[src/shared/dcsw_params.svh]
// Constants for the drive control/status word block
`ifndef DCSW_PARAMS_SVH
`define DCSW_PARAMS_SVH
`define DCSW_PROFILE_THIS 8'h01
`define DCSW_CW_PRESET_LO 0
`define DCSW_CW_DCBRAKE 2
`define DCSW_CW_COAST 3
`define DCSW_CW_QSTOP 4
`define DCSW_CW_FREEZE 5
`define DCSW_CW_START 6
`define DCSW_CW_RESET 7
`define DCSW_CW_JOG 8
`define DCSW_CW_RAMP 9
`define DCSW_CW_VALID 10
`define DCSW_CW_DOUT 11
`define DCSW_CW_RELAY 12
`define DCSW_CW_SETUP_LO 13
`define DCSW_CW_REVERSE 15
`define DCSW_CW_RESET_VAL 16'h0000
`endif

[src/shared/dcsw_pkg.sv]
// Types for the drive control/status word block
package dcsw_pkg;
  // Gate modes for combining a bus bit with a digital input
  typedef enum logic [1:0] {
    DCSW_GATE_INPUT = 2'h0,
    DCSW_GATE_BUS = 2'h1,
    DCSW_GATE_AND = 2'h2,
    DCSW_GATE_OR = 2'h3
  } dcsw_gate_t;
  typedef enum logic [1:0] {
    DCSW_RUN_IDLE = 2'h0,
    DCSW_RUN_ACTIVE = 2'h1,
    DCSW_RUN_STOPPING = 2'h3
  } dcsw_run_t;
endpackage

[src/shared/dcsw_gate_if.sv]
// Bus bit, input bit, mode and combined result
`timescale 1ns/100ps
interface dcsw_gate_if;
  logic busBit;
  logic pinBit;
  dcsw_pkg::dcsw_gate_t mode;
  logic result;
  modport src (output busBit, output pinBit, output mode, input result);
  modport gate (input busBit, input pinBit, input mode, output result);
endinterface

[src/core/dcsw_core.sv]
// Control word decoder and status word builder of the drive
`timescale 1ns/100ps
`include "dcsw_params.svh"
module dcsw_core (
  input wire logic core_clk,
  input wire logic nrst,
  input wire logic telegramDone,
  input wire logic telegramError,
  input wire logic [15:0] first_process_word,
  input wire logic [15:0] second_process_word,
  input wire logic [7:0] telegramProfile,
  input wire logic multiSetupEn,
  input wire logic [1:0] reverseSrc,
  input wire logic [1:0] coastMode,
  input wire logic [1:0] brakeMode,
  input wire logic [1:0] startMode,
  input wire logic [1:0] setupMode,
  input wire logic [1:0] presetMode,
  input wire logic dinCoastN,
  input wire logic dinBrakeN,
  input wire logic dinStart,
  input wire logic dinReverse,
  input wire logic [1:0] dinSetup,
  input wire logic [1:0] dinPreset,
  input wire logic dinHardStop,
  input wire logic doutBusAssigned,
  input wire logic relayBusAssigned,
  input wire logic driveReady,
  input wire logic tripActive,
  input wire logic tripLocked,
  input wire logic warningActive,
  input wire logic speedAtRef,
  input wire logic localControl,
  input wire logic panelStop,
  input wire logic freqLimitOk,
  input wire logic voltageWarn,
  input wire logic currentLimit,
  input wire logic thermalWarn,
  input wire logic [15:0] outputFreq,
  output logic [15:0] statusWord,
  output logic [15:0] freqWord,
  output logic [15:0] referenceWord,
  output logic [1:0] presetSel,
  output logic dcBrakeReq,
  output logic coastReq,
  output logic quickStopReq,
  output logic freezeReq,
  output logic rampStopReq,
  output logic runCmd,
  output logic tripResetPulse,
  output logic jogSel,
  output logic rampPairSel,
  output logic digitalOut,
  output logic relayOut,
  output logic [1:0] setupSel,
  output logic reverseCmd
);
  logic [15:0] ctrl_q, ctrl_d;
  logic [15:0] ref_q, ref_d;
  logic resetBit_q, resetBit_d;
  logic pulse_q, pulse_d;
  logic [15:0] stat_q, stat_d;
  logic [15:0] freq_q, freq_d;
  logic accept;
  logic coastBus, brakeBus, startBus;
  logic coastEff, brakeEff, startEff;
  logic [1:0] setupEff, presetEff;

  // Word taken only on a clean, valid, correctly profiled telegram
  assign accept = telegramDone && !telegramError
    && telegramProfile == `DCSW_PROFILE_THIS
    && first_process_word[`DCSW_CW_VALID];

  always_comb begin
    ctrl_d = ctrl_q;
    ref_d = ref_q;
    resetBit_d = resetBit_q;
    pulse_d = 1'b0;
    if (accept) begin
      ctrl_d = first_process_word;
      ref_d = second_process_word;
      resetBit_d = first_process_word[`DCSW_CW_RESET];
      pulse_d = first_process_word[`DCSW_CW_RESET] & ~resetBit_q;
    end
  end

  always_ff @(posedge core_clk or negedge nrst) begin
    if (!nrst) begin
      ctrl_q <= `DCSW_CW_RESET_VAL;
      ref_q <= 16'h0000;
      resetBit_q <= 1'b0;
      pulse_q <= 1'b0;
    end else begin
      ctrl_q <= ctrl_d;
      ref_q <= ref_d;
      resetBit_q <= resetBit_d;
      pulse_q <= pulse_d;
    end
  end

  // Active-high "run permitted" sense for each gated function
  assign coastBus = ctrl_q[`DCSW_CW_COAST];
  assign brakeBus = ctrl_q[`DCSW_CW_DCBRAKE];
  assign startBus = ctrl_q[`DCSW_CW_START];

  dcsw_gate_if gCoast();
  dcsw_gate_if gBrake();
  dcsw_gate_if gStart();
  dcsw_gate_if gSetup0();
  dcsw_gate_if gSetup1();
  dcsw_gate_if gPre0();
  dcsw_gate_if gPre1();

  // Mode settings are 2-bit codes of the gate enum
  assign gCoast.busBit = coastBus;
  assign gCoast.pinBit = dinCoastN;
  assign gCoast.mode = dcsw_pkg::dcsw_gate_t'(coastMode);
  assign gBrake.busBit = brakeBus;
  assign gBrake.pinBit = dinBrakeN;
  assign gBrake.mode = dcsw_pkg::dcsw_gate_t'(brakeMode);
  assign gStart.busBit = startBus;
  assign gStart.pinBit = dinStart;
  assign gStart.mode = dcsw_pkg::dcsw_gate_t'(startMode);
  assign gSetup0.busBit = ctrl_q[`DCSW_CW_SETUP_LO];
  assign gSetup0.pinBit = dinSetup[0];
  assign gSetup0.mode = dcsw_pkg::dcsw_gate_t'(setupMode);
  assign gSetup1.busBit = ctrl_q[`DCSW_CW_SETUP_LO + 1];
  assign gSetup1.pinBit = dinSetup[1];
  assign gSetup1.mode = dcsw_pkg::dcsw_gate_t'(setupMode);
  assign gPre0.busBit = ctrl_q[`DCSW_CW_PRESET_LO];
  assign gPre0.pinBit = dinPreset[0];
  assign gPre0.mode = dcsw_pkg::dcsw_gate_t'(presetMode);
  assign gPre1.busBit = ctrl_q[`DCSW_CW_PRESET_LO + 1];
  assign gPre1.pinBit = dinPreset[1];
  assign gPre1.mode = dcsw_pkg::dcsw_gate_t'(presetMode);

  dcsw_gate uCoast (.g(gCoast));
  dcsw_gate uBrake (.g(gBrake));
  dcsw_gate uStart (.g(gStart));
  dcsw_gate uSetup0 (.g(gSetup0));
  dcsw_gate uSetup1 (.g(gSetup1));
  dcsw_gate uPre0 (.g(gPre0));
  dcsw_gate uPre1 (.g(gPre1));

  assign coastEff = gCoast.result;
  assign brakeEff = gBrake.result;
  assign startEff = gStart.result;
  assign setupEff = {gSetup1.result, gSetup0.result};
  assign presetEff = {gPre1.result, gPre0.result};

  // Command outputs are decoded from the latched word and the digital inputs
  assign presetSel = presetEff;
  assign dcBrakeReq = ~brakeEff;
  assign coastReq = ~coastEff;
  assign quickStopReq = ~ctrl_q[`DCSW_CW_QSTOP];
  assign freezeReq = ~ctrl_q[`DCSW_CW_FREEZE];
  // Freeze masks the ramp stop; coast, brake and dinHardStop still clear runCmd
  assign rampStopReq = ~startEff & ~freezeReq;
  assign runCmd = (startEff | freezeReq) & coastEff & brakeEff & ~dinHardStop;
  assign tripResetPulse = pulse_q;
  assign jogSel = ctrl_q[`DCSW_CW_JOG];
  assign rampPairSel = ctrl_q[`DCSW_CW_RAMP];
  assign digitalOut = doutBusAssigned & ctrl_q[`DCSW_CW_DOUT];
  assign relayOut = relayBusAssigned & ctrl_q[`DCSW_CW_RELAY];
  assign setupSel = multiSetupEn ? setupEff : 2'h0;
  // Reverse sources: input only, link, and, or
  always_comb begin
    case (dcsw_pkg::dcsw_gate_t'(reverseSrc))
      dcsw_pkg::DCSW_GATE_INPUT: reverseCmd = dinReverse;
      dcsw_pkg::DCSW_GATE_BUS: reverseCmd = ctrl_q[`DCSW_CW_REVERSE];
      dcsw_pkg::DCSW_GATE_AND: reverseCmd = ctrl_q[`DCSW_CW_REVERSE] & dinReverse;
      default: reverseCmd = ctrl_q[`DCSW_CW_REVERSE] | dinReverse;
    endcase
  end
  assign referenceWord = ref_q;

  always_comb begin
    stat_d = 16'h0000;
    stat_d[0] = driveReady;
    stat_d[1] = driveReady & coastReq;
    stat_d[2] = coastEff & ~tripActive;
    stat_d[3] = tripActive;
    stat_d[6] = tripLocked;
    stat_d[7] = warningActive;
    stat_d[8] = speedAtRef & (outputFreq != 16'h0000);
    stat_d[9] = ~localControl & ~panelStop;
    stat_d[10] = freqLimitOk;
    stat_d[11] = runCmd | (outputFreq != 16'h0000);
    stat_d[13] = voltageWarn;
    stat_d[14] = currentLimit;
    stat_d[15] = thermalWarn;
    freq_d = outputFreq;
  end

  always_ff @(posedge core_clk or negedge nrst) begin
    if (!nrst) begin
      stat_q <= 16'h0000;
      freq_q <= 16'h0000;
    end else begin
      stat_q <= stat_d;
      freq_q <= freq_d;
    end
  end

  assign statusWord = stat_q;
  assign freqWord = freq_q;
endmodule

[src/core/dcsw_gate.sv]
// Combines one command bit from the link with its digital input
`timescale 1ns/100ps
module dcsw_gate (
  dcsw_gate_if.gate g
);
  always_comb begin
    case (g.mode)
      dcsw_pkg::DCSW_GATE_INPUT: g.result = g.pinBit;
      dcsw_pkg::DCSW_GATE_BUS: g.result = g.busBit;
      dcsw_pkg::DCSW_GATE_AND: g.result = g.busBit & g.pinBit;
      default: g.result = g.busBit | g.pinBit;
    endcase
  end
endmodule

[config.mk]
export PLATFORM = sky130hd
export DESIGN_NAME = dcsw_core
export DESIGN_NICKNAME = d
export VERILOG_FILES = /design/src/shared/dcsw_pkg.sv /design/src/shared/dcsw_gate_if.sv /design/src/core/dcsw_core.sv /design/src/core/dcsw_gate.sv
export VERILOG_INCLUDE_DIRS = /design/src /design/src/shared
export SDC_FILE = /design/constraint.sdc
export NUM_CORES = 1
export LEC_CHECK = 0
export ABC_AREA = 1
export BUFFER_PORTS_ARGS = -buffer_cell sky130_fd_sc_hd__buf_2
export CAP_MARGIN = 15
export CELL_PAD_IN_SITES_DETAIL_PLACEMENT = 1
export CELL_PAD_IN_SITES_GLOBAL_PLACEMENT = 1
export CORE_MARGIN = 10
export CORE_UTILIZATION = 26
export CTS_BUF_LIST = sky130_fd_sc_hd__clkbuf_4 sky130_fd_sc_hd__clkbuf_8 sky130_fd_sc_hd__clkbuf_16
export DETAILED_ROUTE_END_ITERATION = 12
export GPL_ROUTABILITY_DRIVEN = 0
export HOLD_SLACK_MARGIN = 0.05
export PLACE_DENSITY_LB_ADDON = 0.1
export SLEW_MARGIN = 10
export SYNTH_ARGS = -nofsm -noshare
export SYNTH_HDL_FRONTEND = slang
export SYNTH_SLANG_ARGS = --single-unit
[constraint.sdc]
create_clock -name core_clk -period 0.95 [get_ports core_clk]
set_input_delay 0.19 -clock core_clk [delete_from_list [all_inputs] [get_ports core_clk]]
set_output_delay 0.19 -clock core_clk [all_outputs]
set_load 0.05 [all_outputs]
==> results.cfg <==
[global_routing]
grt_overflow = 0
grt_pass1_vias = 2838
grt_max_degree = 29
grt_pass1_wl_um = 14400
grt.total_usage = 0.135
antenna_found_initial = 0

[sta]
drv_slew = 0
fmax_ghz = 0.682
period_needed_ns = 1.47
worst_slack_ns = -0.516
period_share = 1.54
grt_setup_unrepaired = true
hold_ws_ns = 0.0787
skew_ns = 0.00154
hold_viol_final = 0
finalSetupViolCount = 64

[clocking]
worstSkewPairLatency_ns = 0.33
cts_buffer_depth = 2
cts_tree = built
clk_pin_slew_ns = 0.08
root_buffer = clkbuf_8
cts-buffers-inserted = 9
clkSinkCount = 61
h-tree-depth = 3

[die]
rows = 35
die_h_um = 117
initial_core_util = 0.267
coreArea_um2 = 9200
pin_count = 159
dieArea_um2 = 13700
die_w_um = 117

[setup_path]
slowest_stage = dfrtp_1
crit_fanout = 3
crit_path_frequent_cell = nand2_2
crit_arrival_ns = 1.28
path_class = reg2out
worst_setup_path_start_kind = flip-flop
cp-end-kind = primary output
path_cells = inv_2 -> nand2_2 -> nand3b_1 -> nand2_2 -> nand2_4 -> nor2_4 -> buf_8
cp.required_ns = 0.76
slowest_delay_ns = 0.36

[pwr]
pwr-share-clk = 0.373
ir_drop_mv = 0.867
powerDensity_nw_per_um2 = 1380
leakage_nw = 2.48
switching_power_mw = 1.86
intPower_mw = 4.46
seq_power_share = 0.431
netSwitchingFraction = 0.294
combPwrFrac = 0.196

[detailed_routing]
drt_iter0_drc = 67
routed.top_layer = met4
wl_met2_um = 4930
drc = 0
first_pass_iters = 4
routed_via_density = 4.27
ant_nets = 0
met1_length_um = 3100
routedWlPerCell_um = 15.5
vias = 2536
drt-total-wl_um = 9220
met3_wirelength_um = 1070

[placement]
port_buffers = 155
dp_hpwl_um = 6850

[synthesis]
synth_area_um2 = 2450
synth_top_area_cell = dfrtp_1
ys_seq_area_frac = 0.622
yosys_warnings = 0
synth_top_cell_area_share = 0.622
avgSynthCellArea_um2 = 9.51
synth_seq_cells = 61
synth.distinct_cells = 23
synth_cells = 258
synth_area_leaders = dfrtp_1, nand2_1, nand3_1

[cells_and_area]
mostFrequentLayoutCell = buf_2
diodes = 0
synthToLayoutAreaGrowth_pct = 86.9
final_cell_mix = buf_2, nand2_1, dfrtp_1
drive_gt1_frac = 0.505
nets = 573
final_util = 0.498

[hold_path]
hold_class = in2reg

[run]
cap_violations = 0

[outcome]
status = finished with violations
violations = negative setup slack
flip-flops by register name, indices dropped and copies added, names as in the netlist:
name	cells
freqWord	16
ctrl_q	15
statusWord	13
referenceWord	16
tripResetPulse	1
per-stage QoR:
step	std cells	total power [mW]	setup slack [ns]	TNS [ns]	cell area, um^2
final	594	6.31	-0.516	-11.06	4580
after global routing	594	6.63	-0.620	-14.64	4580
after CTS	581	6.40	-0.606	-12.65	4440
after detailed placement	529	3.72	-0.327	-8.64	3480
after global placement	529	3.71	-0.301	-7.39	3480
after floorplan	260	3.29	-0.171	-1.40	2520
path summary, 6_finish.rpt:
check | slack (ns) | start | end | cells after the start
worst max-delay path | -0.52 | ctrl_q[3] | runCmd | 7
worst min-delay path | 0.08 | second_process_word[5] | referenceWord[5] | 3
worst max register to register | -0.33 | ctrl_q[3] | statusWord[11] | 9
worst min register to register | 0.45 | ctrl_q[7] | tripResetPulse | 1
max in group asynchronous | 0.26 | nrst | referenceWord[7] | 3
min in group asynchronous | 0.25 | nrst | statusWord[2] | 2
area by class of cell:
class / count / area (um^2)
fillers: 1072 / 4610
repair buffers: 221 / 1800
flip-flops and latches: 61 / 1530
multi-input cells: 167 / 848
well taps: 111 / 139
clock buffers: 9 / 124
clock inverters: 7 / 78.8
inverters: 18 / 71.3
cells in the mapped netlist:
| cell | instances |
|---|---|
| buf_6 | 6 |
| nand3_1 | 33 |
| nand2_4 | 1 |
| dfrtp_1 | 61 |
| buf_2 | 3 |
| nand2_1 | 88 |
| nor2_1 | 24 |
| o21ai_0 | 3 |
| a21boi_0 | 1 |
| inv_1 | 18 |
| conb_1 | 1 |
| buf_4 | 5 |
| a22o_1 | 1 |
| nand4_1 | 1 |
| o21bai_1 | 1 |
| mux2i_1 | 1 |
| a211oi_1 | 2 |
| nand2_2 | 1 |
| xnor2_1 | 1 |
| nor2_4 | 1 |
| a21oi_1 | 3 |
| nor3b_4 | 1 |
| nand3b_1 | 1 |
power by group through the flow:
stage          clock (mW)  sequential, mW  combinational, mW
2_1_floorplan           0            3.02              0.277
3_3_place_gp            0            2.75              0.957
3_5_place_dp            0            2.75              0.969
4_1_cts              2.47            2.72               1.21
5_1_grt              2.57            2.73               1.33
6_report             2.35            2.72               1.24
critical path: cells and delay by family, from the launching register on:
family                 cells  cell delay, ns
AND/OR/NAND/NOR            5            0.39
flip-flops                 1            0.36
buffers and inverters      2            0.20
routing by layer:
layer  track usage  vias to the layer above
li1              -                     1241
met2         0.240                       94
met3        0.0805                       10
met5             0                        -
met4        0.0329                        0
met1         0.131                     1191
cell families (layout without fill, tap and decap cells):
family                    count (synthesis)  in the layout  synth area share
AOI/OAI and AO/OA                        11             11            0.0281
xor gates and xnor gates                  1              1           0.00357
buffers and inverters                    32            255            0.0765
DFF                                      61             61             0.622
muxes                                     1              1           0.00408
other                                     1              3           0.00153
and+or+nand+nor                         151            151             0.264
what timing repair did:
action	CTS	global route
hold buffers	27	0
gates resized for setup	136	19
endpoints found under the hold margin	87	0
buffers inserted	9	13
pin swaps	7	6
setup endpoints to repair	63	64
No activity file was read; power rests on OpenSTA's default activity.
